### src/common/codec_regs_pkg.sv
package codec_regs_pkg;
   // Register offsets on the control port.
   localparam logic [7:0] DETECT_OFS = 8'h0e;
   localparam logic [7:0] LGAIN_OFS = 8'h0f;
   localparam logic [7:0] RGAIN_OFS = 8'h10;
   localparam logic [7:0] MIC_L_OFS = 8'h11;
   localparam logic [7:0] MIC_R_OFS = 8'h12;
   localparam logic [7:0] IRQ_STAT_OFS = 8'h20;
   localparam logic [7:0] IRQ_MASK_OFS = 8'h21;
   // Field positions in the detection register.
   localparam int COUPLE_BIT = 7;
   localparam int FULL_DIFF_BIT = 6;
   localparam int BTN_BIT = 5;
   localparam int HS_BIT = 4;
   localparam int PSEUDO_BIT = 3;
   // Field positions in the gain and mixer registers.
   localparam int MUTE_BIT = 7;
   localparam int GAIN_MSB = 6;
   localparam int MIX_HI_LSB = 4;
   // Reset values.
   localparam logic [7:0] GAIN_RST = 8'h80;
   localparam logic [7:0] MIX_RST = 8'hff;
   localparam logic [7:0] RDATA_RST = 8'h00;
   localparam logic [1:0] IRQ_RST = 2'h0;
   // Gain saturates at code 119, which is 59.5 dB.
   localparam logic [6:0] GAIN_MAX = 7'h77;
   // Mixer level codes: 0 to 8 attenuate in 1.5 dB steps, 15 disconnects.
   localparam logic [3:0] MIX_MAX_ATTEN = 4'h8;
   localparam logic [3:0] MIX_OFF = 4'hf;
   // Interrupt status bits.
   localparam int IRQ_BTN = 0;
   localparam int IRQ_HS = 1;
   // Mixer paths: 0 left mic to left, 1 right mic to left, 2 left to right, 3 right to right.
   localparam int N_PATHS = 4;

   typedef struct packed {
      logic [7:0] addr;  // Register offset.
      logic [7:0] wdata; // Write data.
      logic wr;          // Write strobe.
      logic rd;          // Read strobe.
   } reg_req_type;

   typedef struct packed {
      logic connect;    // Input joins the mixer.
      logic [3:0] atten; // Attenuation in 1.5 dB steps.
   } mic_route_type;

   typedef struct packed {
      logic ac_coupled;  // High-power outputs ac-coupled.
      logic full_diff;   // Fully differential outputs in use.
      logic pseudo_diff; // Pseudodifferential outputs in use.
      logic left_mute;   // Left gain stage muted.
      logic right_mute;  // Right gain stage muted.
      logic [6:0] left_gain;  // Left gain in 0.5 dB steps.
      logic [6:0] right_gain; // Right gain in 0.5 dB steps.
      mic_route_type [N_PATHS-1:0] mic; // Mixer paths.
   } analog_ctrl_type;
endpackage

### src/bit_sync.sv
// Two-flop synchroniser, one pair of flops per bit.
module bit_sync #(
   parameter int W = 2 // Number of bits.
) (
   input wire logic sys_clk,       // System clock.
   input wire logic rstn,          // Asynchronous reset, active low.
   input wire logic [W-1:0] async_in, // Pins from outside.
   output logic [W-1:0] sync_out   // Synchronised levels.
);
   logic [W-1:0] meta_q; // First stage; only the second stage reads it.

   // Each bit gets its own pair of flops.
   for (genvar gi = 0; gi < W; gi++) begin : g_bit
      always_ff @(posedge sys_clk or negedge rstn) begin
         if (!rstn) begin
            meta_q[gi] <= 1'b0;
            sync_out[gi] <= 1'b0;
         end else begin
            meta_q[gi] <= async_in[gi];
            sync_out[gi] <= meta_q[gi];
         end
      end
   end
endmodule // bit_sync

### src/codec_adc_input_headset_regs.sv
// Local design decision: the address-and-strobe port.
module codec_adc_input_headset_regs
   import codec_regs_pkg::*;
(
   input wire logic sys_clk,                    // 10 MHz system clock.
   input wire logic rstn,                       // Asynchronous reset, active low.
   input codec_regs_pkg::reg_req_type req,      // Register request.
   output logic [7:0] rd_data,                  // Read data, one cycle after the strobe.
   output logic irq,                            // Level interrupt.
   input wire logic button_pressed,             // Debounced button press level, from outside.
   input wire logic headset_present,            // Debounced headset level, from outside.
   output codec_regs_pkg::analog_ctrl_type ctrl // Settings for the analog path.
);
   import codec_regs_pkg::*;

   // All state of the block but the synchroniser flops in one record.
   typedef struct packed {
      logic couple;       // Driver coupling bit.
      logic full_diff;    // Fully differential bit.
      logic pseudo;       // Pseudodifferential bit.
      logic btn_flag;     // Sticky button flag.
      logic btn_prev;     // Button level one cycle ago.
      logic hs_prev;      // Headset level one cycle ago.
      logic [7:0] lgain;  // Left gain register.
      logic [7:0] rgain;  // Right gain register.
      logic [7:0] mic_l;  // Mic paths into the left mixer.
      logic [7:0] mic_r;  // Mic paths into the right mixer.
      logic [1:0] irq_stat; // Sticky interrupt status.
      logic [1:0] irq_mask; // Interrupt mask.
      logic [7:0] rdata;  // Registered read data.
      logic [6:0] lgain_eff; // Saturated left gain.
      logic [6:0] rgain_eff; // Saturated right gain.
      mic_route_type [N_PATHS-1:0] mic; // Decoded mixer paths.
   } state_type;

   state_type st_q; // Registered state.
   state_type st_d; // Next state.

   logic [1:0] pin_sync; // Synchronised button and headset levels.
   logic btn_sync;       // Synchronised button level.
   logic hs_sync;        // Synchronised headset level.
   logic btn_rise;       // One-cycle pulse on a new press.
   logic hs_change;      // One-cycle pulse on plug or unplug.
   logic rd_detect;      // Read of the detection register.
   logic [7:0] detect_word; // Detection register as software sees it.
   logic [15:0] mix_codes;  // Both mixer registers side by side.
   mic_route_type [N_PATHS-1:0] route; // Decoded paths from the registers.

   // Both detector levels come from another domain, so they pass two flops.
   bit_sync #(
      .W(2)
   ) u_pin_sync (
      .sys_clk(sys_clk),
      .rstn(rstn),
      .async_in({headset_present, button_pressed}),
      .sync_out(pin_sync)
   );

   assign btn_sync = pin_sync[0];
   assign hs_sync = pin_sync[1];

   // Edges are taken from the second sync stage and a stored copy.
   assign btn_rise = btn_sync & ~st_q.btn_prev;
   assign hs_change = hs_sync ^ st_q.hs_prev;

   // A detection read is the event that clears the button flag.
   assign rd_detect = req.rd && (req.addr == DETECT_OFS);

   // The headset bit is the live level, never a stored copy.
   // Reserved low bits always read as zero.
   assign detect_word = {st_q.couple, st_q.full_diff, st_q.btn_flag, hs_sync, st_q.pseudo, 3'h0};

   // The four mixer fields, high nibble of the left register first.
   assign mix_codes = {st_q.mic_l, st_q.mic_r};

   // One decoder per mixer path.
   for (genvar gi = 0; gi < N_PATHS; gi++) begin : g_path
      mix_level_decode u_dec (
         .code(mix_codes[15-4*gi -: 4]),
         .route(route[gi])
      );
   end

   // Clamps a gain code; codes above 119 all give 59.5 dB.
   function automatic logic [6:0] gain_sat(input logic [6:0] code);
      gain_sat = (code > GAIN_MAX) ? GAIN_MAX : code;
   endfunction

   // Next-state logic: reads, writes, events and decoding.
   always_comb begin
      st_d = st_q;
      st_d.btn_prev = btn_sync;
      st_d.hs_prev = hs_sync;
      // Read data stand for one cycle only.
      st_d.rdata = RDATA_RST;

      // Read mux; unmapped offsets read as zero.
      if (req.rd) begin
         case (req.addr)
            DETECT_OFS: begin
               st_d.rdata = detect_word;
            end
            LGAIN_OFS: begin
               st_d.rdata = st_q.lgain;
            end
            RGAIN_OFS: begin
               st_d.rdata = st_q.rgain;
            end
            MIC_L_OFS: begin
               st_d.rdata = st_q.mic_l;
            end
            MIC_R_OFS: begin
               st_d.rdata = st_q.mic_r;
            end
            IRQ_STAT_OFS: begin
               st_d.rdata = {6'h00, st_q.irq_stat};
            end
            IRQ_MASK_OFS: begin
               st_d.rdata = {6'h00, st_q.irq_mask};
            end
            default: begin
               st_d.rdata = RDATA_RST;
            end
         endcase
      end

      // Reading the detection register clears the button flag.
      if (rd_detect) begin
         st_d.btn_flag = 1'b0;
      end
      // A press in the same cycle still sets it, so none is lost.
      if (btn_rise) begin
         st_d.btn_flag = 1'b1;
      end

      // Writes; unmapped offsets are ignored.
      if (req.wr) begin
         case (req.addr)
            DETECT_OFS: begin
               // Only the three writable bits take the data.
               st_d.couple = req.wdata[COUPLE_BIT];
               st_d.full_diff = req.wdata[FULL_DIFF_BIT];
               st_d.pseudo = req.wdata[PSEUDO_BIT];
               // The flag, headset and reserved bits keep their value.
            end
            LGAIN_OFS: begin
               st_d.lgain = req.wdata;
            end
            RGAIN_OFS: begin
               st_d.rgain = req.wdata;
            end
            MIC_L_OFS: begin
               st_d.mic_l = req.wdata;
            end
            MIC_R_OFS: begin
               st_d.mic_r = req.wdata;
            end
            IRQ_STAT_OFS: begin
               // Writing a one clears that status bit.
               st_d.irq_stat = st_q.irq_stat & ~req.wdata[1:0];
            end
            IRQ_MASK_OFS: begin
               st_d.irq_mask = req.wdata[1:0];
            end
            default: begin
               st_d.couple = st_q.couple;
            end
         endcase
      end

      // Events set status after the clear, so a set wins.
      if (btn_rise) begin
         st_d.irq_stat[IRQ_BTN] = 1'b1;
      end
      if (hs_change) begin
         st_d.irq_stat[IRQ_HS] = 1'b1;
      end

      // Decoded settings lag the registers by one cycle.
      // This keeps the analog controls glitch free.
      st_d.lgain_eff = gain_sat(st_q.lgain[GAIN_MSB:0]);
      st_d.rgain_eff = gain_sat(st_q.rgain[GAIN_MSB:0]);
      st_d.mic = route;
   end

   // State register; reset leaves gain stages muted and mics off.
   always_ff @(posedge sys_clk or negedge rstn) begin
      if (!rstn) begin
         st_q <= '0;
         st_q.lgain <= GAIN_RST;
         st_q.rgain <= GAIN_RST;
         st_q.mic_l <= MIX_RST;
         st_q.mic_r <= MIX_RST;
         st_q.irq_stat <= IRQ_RST;
         st_q.irq_mask <= IRQ_RST;
         st_q.rdata <= RDATA_RST;
      end else begin
         st_q <= st_d;
      end
   end

   // All outputs but irq come straight from flops; irq gates the status flops with the mask.
   assign rd_data = st_q.rdata;
   assign irq = |(st_q.irq_stat & st_q.irq_mask);
   // Software keeps the two differential bits exclusive; both are passed on.
   assign ctrl.ac_coupled = st_q.couple;
   assign ctrl.full_diff = st_q.full_diff;
   assign ctrl.pseudo_diff = st_q.pseudo;
   assign ctrl.left_mute = st_q.lgain[MUTE_BIT];
   assign ctrl.right_mute = st_q.rgain[MUTE_BIT];
   assign ctrl.left_gain = st_q.lgain_eff;
   assign ctrl.right_gain = st_q.rgain_eff;
   assign ctrl.mic = st_q.mic;
endmodule // codec_adc_input_headset_regs

### src/mix_level_decode.sv
// Turns a 4-bit mixer level code into a connect flag and attenuation.
module mix_level_decode
   import codec_regs_pkg::*;
(
   input wire logic [3:0] code,                // Level code from a register.
   output codec_regs_pkg::mic_route_type route // Decoded path setting.
);
   // Codes 0 to 8 connect; 15 and the reserved codes leave the input off.
   // Reserved codes are treated as off so a bad write cannot add noise.
   always_comb begin
      route.connect = (code <= MIX_MAX_ATTEN);
      route.atten = route.connect ? code : 4'h0;
   end
endmodule // mix_level_decode

### config.mk
export PLATFORM = sky130hd
export DESIGN_NAME = codec_adc_input_headset_regs
export DESIGN_NICKNAME = d
export VERILOG_FILES = /design/src/common/codec_regs_pkg.sv /design/src/bit_sync.sv /design/src/codec_adc_input_headset_regs.sv /design/src/mix_level_decode.sv
export SDC_FILE = /design/constraint.sdc
export NUM_CORES = 1
export LEC_CHECK = 0
export BUFFER_PORTS_ARGS = -buffer_cell sky130_fd_sc_hd__buf_2
export CORE_MARGIN = 2
export CORE_UTILIZATION = 52
export CTS_BUF_LIST = sky130_fd_sc_hd__clkbuf_4 sky130_fd_sc_hd__clkbuf_8
export DETAILED_ROUTE_END_ITERATION = 8
export PLACE_DENSITY = 0.84
export RECOVER_POWER = 100
export SLEW_MARGIN = 20
export SYNTH_ARGS = -nofsm -noshare
export SYNTH_HDL_FRONTEND = slang
export SYNTH_SLANG_ARGS = --single-unit
### constraint.sdc
create_clock -name sys_clk -period 1.2 [get_ports sys_clk]
set_clock_uncertainty 0.15 [all_clocks]
set_input_delay 0.3 -clock sys_clk [delete_from_list [all_inputs] [get_ports sys_clk]]
set_output_delay 0.3 -clock sys_clk [all_outputs]
set_load 0.005 [all_outputs]
==> summary.md <==
| Metric | Value |
|---|---|
| RSZ-0062 raised after global routing | `true` |
| First-pass GRT wire length | `12100 µm` |
| Vias per cell | `5.13` |
| Arr. time, crit path | `1.77 ns` |
| TritonCTS clock tree | `done` |
| Die height | `89.2 µm` |
| Setup CP Type | `in2reg` |
| Logic pwr share | `0.098` |
| Core Util, Final | `0.677` |
| Maximum buffer depth of the clock tree | `2` |
| Ys async rst share | `1.00` |
| H-Tree Depth | `3` |
| Filler cell count | `526` |
| GRT met2 Usage | `0.345` |
| Count of final setup violators | `102` |
| Final Power | `0.00579 W` |
| Nets | `393` |
| Residual DRC count | `0` |
| Fin crit share | `1.40` |
| Hpwl dp | `5720 µm` |
| Critical-path cell list | `buf_6, or4b_4, nor3_4, buf_12, mux2_4` |
| Final Max Tran Viols | `0` |
| Worst hold slack | `0.0954 ns` |
| Final WS setup | `-0.476 ns` |
| Lkg Pwr | `2.41 nW` |
| Clk sinks | `88` |
| Switching pwr | `0.00132 W` |
| Top cells by area in the synthesized netlist | `dfrtp_1, mux2_2, dfstp_2, buf_4, nor2b_1` |
| Met3 usage | `0.0545` |
| Hold WC Path Type | `in2reg` |
| # IOs | `70` |
| Max_cap viols | `0` |
| TNS Setup | `-23.21 ns` |
| Antenna violations before repair | `0` |
| Worst VDD drop | `595 µV` |
| Syn-to-layout area delta | `28.0%` |
| Flop pwr share | `0.549` |
| Vias in the first global route | `2456` |
| Initial cell density of the core | `0.529` |
| Status | `complete, but fails checks` |
| Post-route ant nets | `0` |
| Clock power share | `0.353` |
| Synthesized flop and latch total | `88` |
| Global-route track usage on met1 | `0.260` |
| Post-Syn Instances | `284` |
| Final min period | `1.68 ns` |
| Sw frac | `0.227` |
| Row count | `31` |
| Worst-path maximum fanout | `6` |
| Seq/Total Area, Yosys | `0.590` |
| Placer Congestion | `0.845` |
| Ratio of cells with drive above 1 in the final layout | `0.585` |
| Post-Syn Area | `0.00377 mm²` |
| WL per Instance | `16.7 µm` |
| Synthesized area per cell | `13.3 µm²` |
| Ys flop type | `dfrtp_1` |
| DR vias | `2436` |
| Critical path data required time | `1.29 ns` |
| TritonRoute pass-1 iters | `4` |
| Slowest stage delay, CP | `0.56 ns` |
| Syn_nets | `306` |
| Synth area leader | `dfrtp_1` |
| Worst-skew pair later-pin latency | `0.35 ns` |
| Worst slew pin tran | `0.533 ns` |
| Post-route cell area | `0.00483 mm²` |
| GRT Total Usage | `0.208` |
| Final WL | `7950 µm` |
| CTS Buf Count | `9` |
| N_diodes | `0` |
| Dpl cell area | `0.00436 mm²` |
| F_max | `597 MHz` |
| Most Used Layer, Global Route | `met2` |
| Core area | `0.00714 mm²` |
| Post-synth cell types | `42` |
| Endpoint type of the worst setup path | `flip-flop` |
| Internal Power | `0.00448 W` |
| Die X | `89.2 µm` |
| CP max-delay cell | `or4b_4` |
| Hold Fails Final Rpt | `0` |
| Relative slew margins | `0.645` |
| CTS root buf | `clkbuf_8` |
| CP startpoint kind | `input port` |
| Area share of the largest cell type after synthesis | `0.464` |
| Post-synth EDFFs | `0` |
| IO Port Bufs | `69` |
| Clk slew on worst S/H paths | `0.08 ns` |
| Largest net degree at the start of global routing | `32` |
| Pwr Density | `1200 mW/mm²` |
| Die area | `0.00795 mm²` |
| Initial DRC count | `147` |
| Synth warnings | `0` |
| Grt ovf | `0` |
| Failing checks | `negative setup slack` |
-- cells in the mapped netlist (2+ instances only) --
master,count
nand2b_1,11
o22ai_1,3
clkbuf_1,9
nand2_1,7
nor2b_1,13
and2_1,2
or4b_2,2
nor3_1,2
a21oi_1,4
buf_2,2
nor2_1,4
nand4_1,2
nor4b_1,4
mux2_2,47
a32oi_1,3
dfstp_2,18
mux2i_1,4
inv_1,3
nand3_1,2
a222oi_1,4
dfrtp_1,70
buf_4,47
or3_1,2
-- per-stage QoR --
| stage | instances | setup slack (ns) |
|---|---|---|
| 5_1_grt | 475 | -0.481 |
| 2_1_floorplan | 284 | -0.827 |
| 3_5_place_dp | 446 | -0.861 |
| 3_3_place_gp | 446 | -0.822 |
| 4_1_cts | 472 | -0.475 |
| 6_report | 475 | -0.476 |
-- cell type report --
type | instances | area, µm² | area share
Clock inverter | 5 | 55.1 | 0.0114
Inverter | 3 | 11.3 | 0.00233
Timing Repair Buffer | 135 | 968 | 0.201
Tap cell | 99 | 124 | 0.0256
Sequential cell | 88 | 2220 | 0.461
Clock buffer | 11 | 151 | 0.0313
Multi-Input combinational cell | 134 | 1290 | 0.268
-- what timing repair did --
item / CTS / global route
endpoints found under the hold margin: 79 / 0
setup buffers: 8 / 3
setup endpoints to repair: 101 / 99
hold buffers: 3 / 0
resized for setup: 23 / 20
pin swaps: 5 / 10
-- power by group through the flow --
stage | logic [W] | registers, W | clock network [W]
detailed placement | 0.000526 | 0.00323 | 0
floorplan | 0.000272 | 0.00322 | 0
finish | 0.000568 | 0.00318 | 0.00205
CTS | 0.000566 | 0.00318 | 0.00208
global placement | 0.000507 | 0.00322 | 0
global route | 0.000624 | 0.00319 | 0.00220
-- per-layer routing --
layer	vias to the layer above	share of wire
li1	1112	-
met1	1230	0.41
met2	78	0.52
met3	16	0.046
met4	0	0.023
met5	-	0
-- state kept, by name, indices dropped and copies added, names as in the netlist --
register / cells
st_q: 20
detect_word: 1
u_pin_sync.sync_out: 2
mix_codes: 16
rd_data: 8
u_pin_sync.meta_q: 2
ctrl: 39
-- cell families (layout without fill, tap and decap cells) --
logic type,count (synthesis),in the layout,synth area share
AOI/OAI and AO/OA,21,21,0.0411
and+or+nand+nor,60,60,0.104
xor gates and xnor gates,2,2,0.00464
muxes,51,51,0.151
DFF,88,88,0.590
buffers and inverters,62,154,0.109
-- final timing paths --
check,start,to,slack [ns],cells after the start
worst max-delay path,req[12],st_q[66],-0.48,5
worst min-delay path,req[9],ctrl[34],0.1,2
worst max register to register,st_q[66],rd_data[4],-0.20,3
worst min register to register,u_pin_sync.meta_q[1],u_pin_sync.sync_out[1],0.22,0
max in group asynchronous,rstn,mix_codes[13],-0.01,3
min in group asynchronous,rstn,u_pin_sync.meta_q[1],0.30,2
-- placed cells by master, fill, tap and decap left out, types with 4 or more instances in the layout --
cell,Yosys,final
nand2b_1,11,11
nor2_1,4,4
mux2_4,0,9
buf_4,47,35
mux2_2,47,38
mux2i_1,4,4
dfstp_2,18,14
dfrtp_1,70,70
a222oi_1,4,4
clkbuf_8,0,11
buf_12,0,4
nor4b_2,0,4
buf_2,2,58
dfstp_1,0,4
nor2b_1,13,13
clkbuf_1,9,11
nand2_1,7,6
buf_6,0,23
-- critical path, delay by kind of cell --
kind / cells / cell delay [ns]
multiplexers: 1 / 0.31
AND/OR/NAND/NOR: 2 / 0.88
buffers and inverters: 2 / 0.27
No activity file was read; power rests on OpenSTA's default activity.
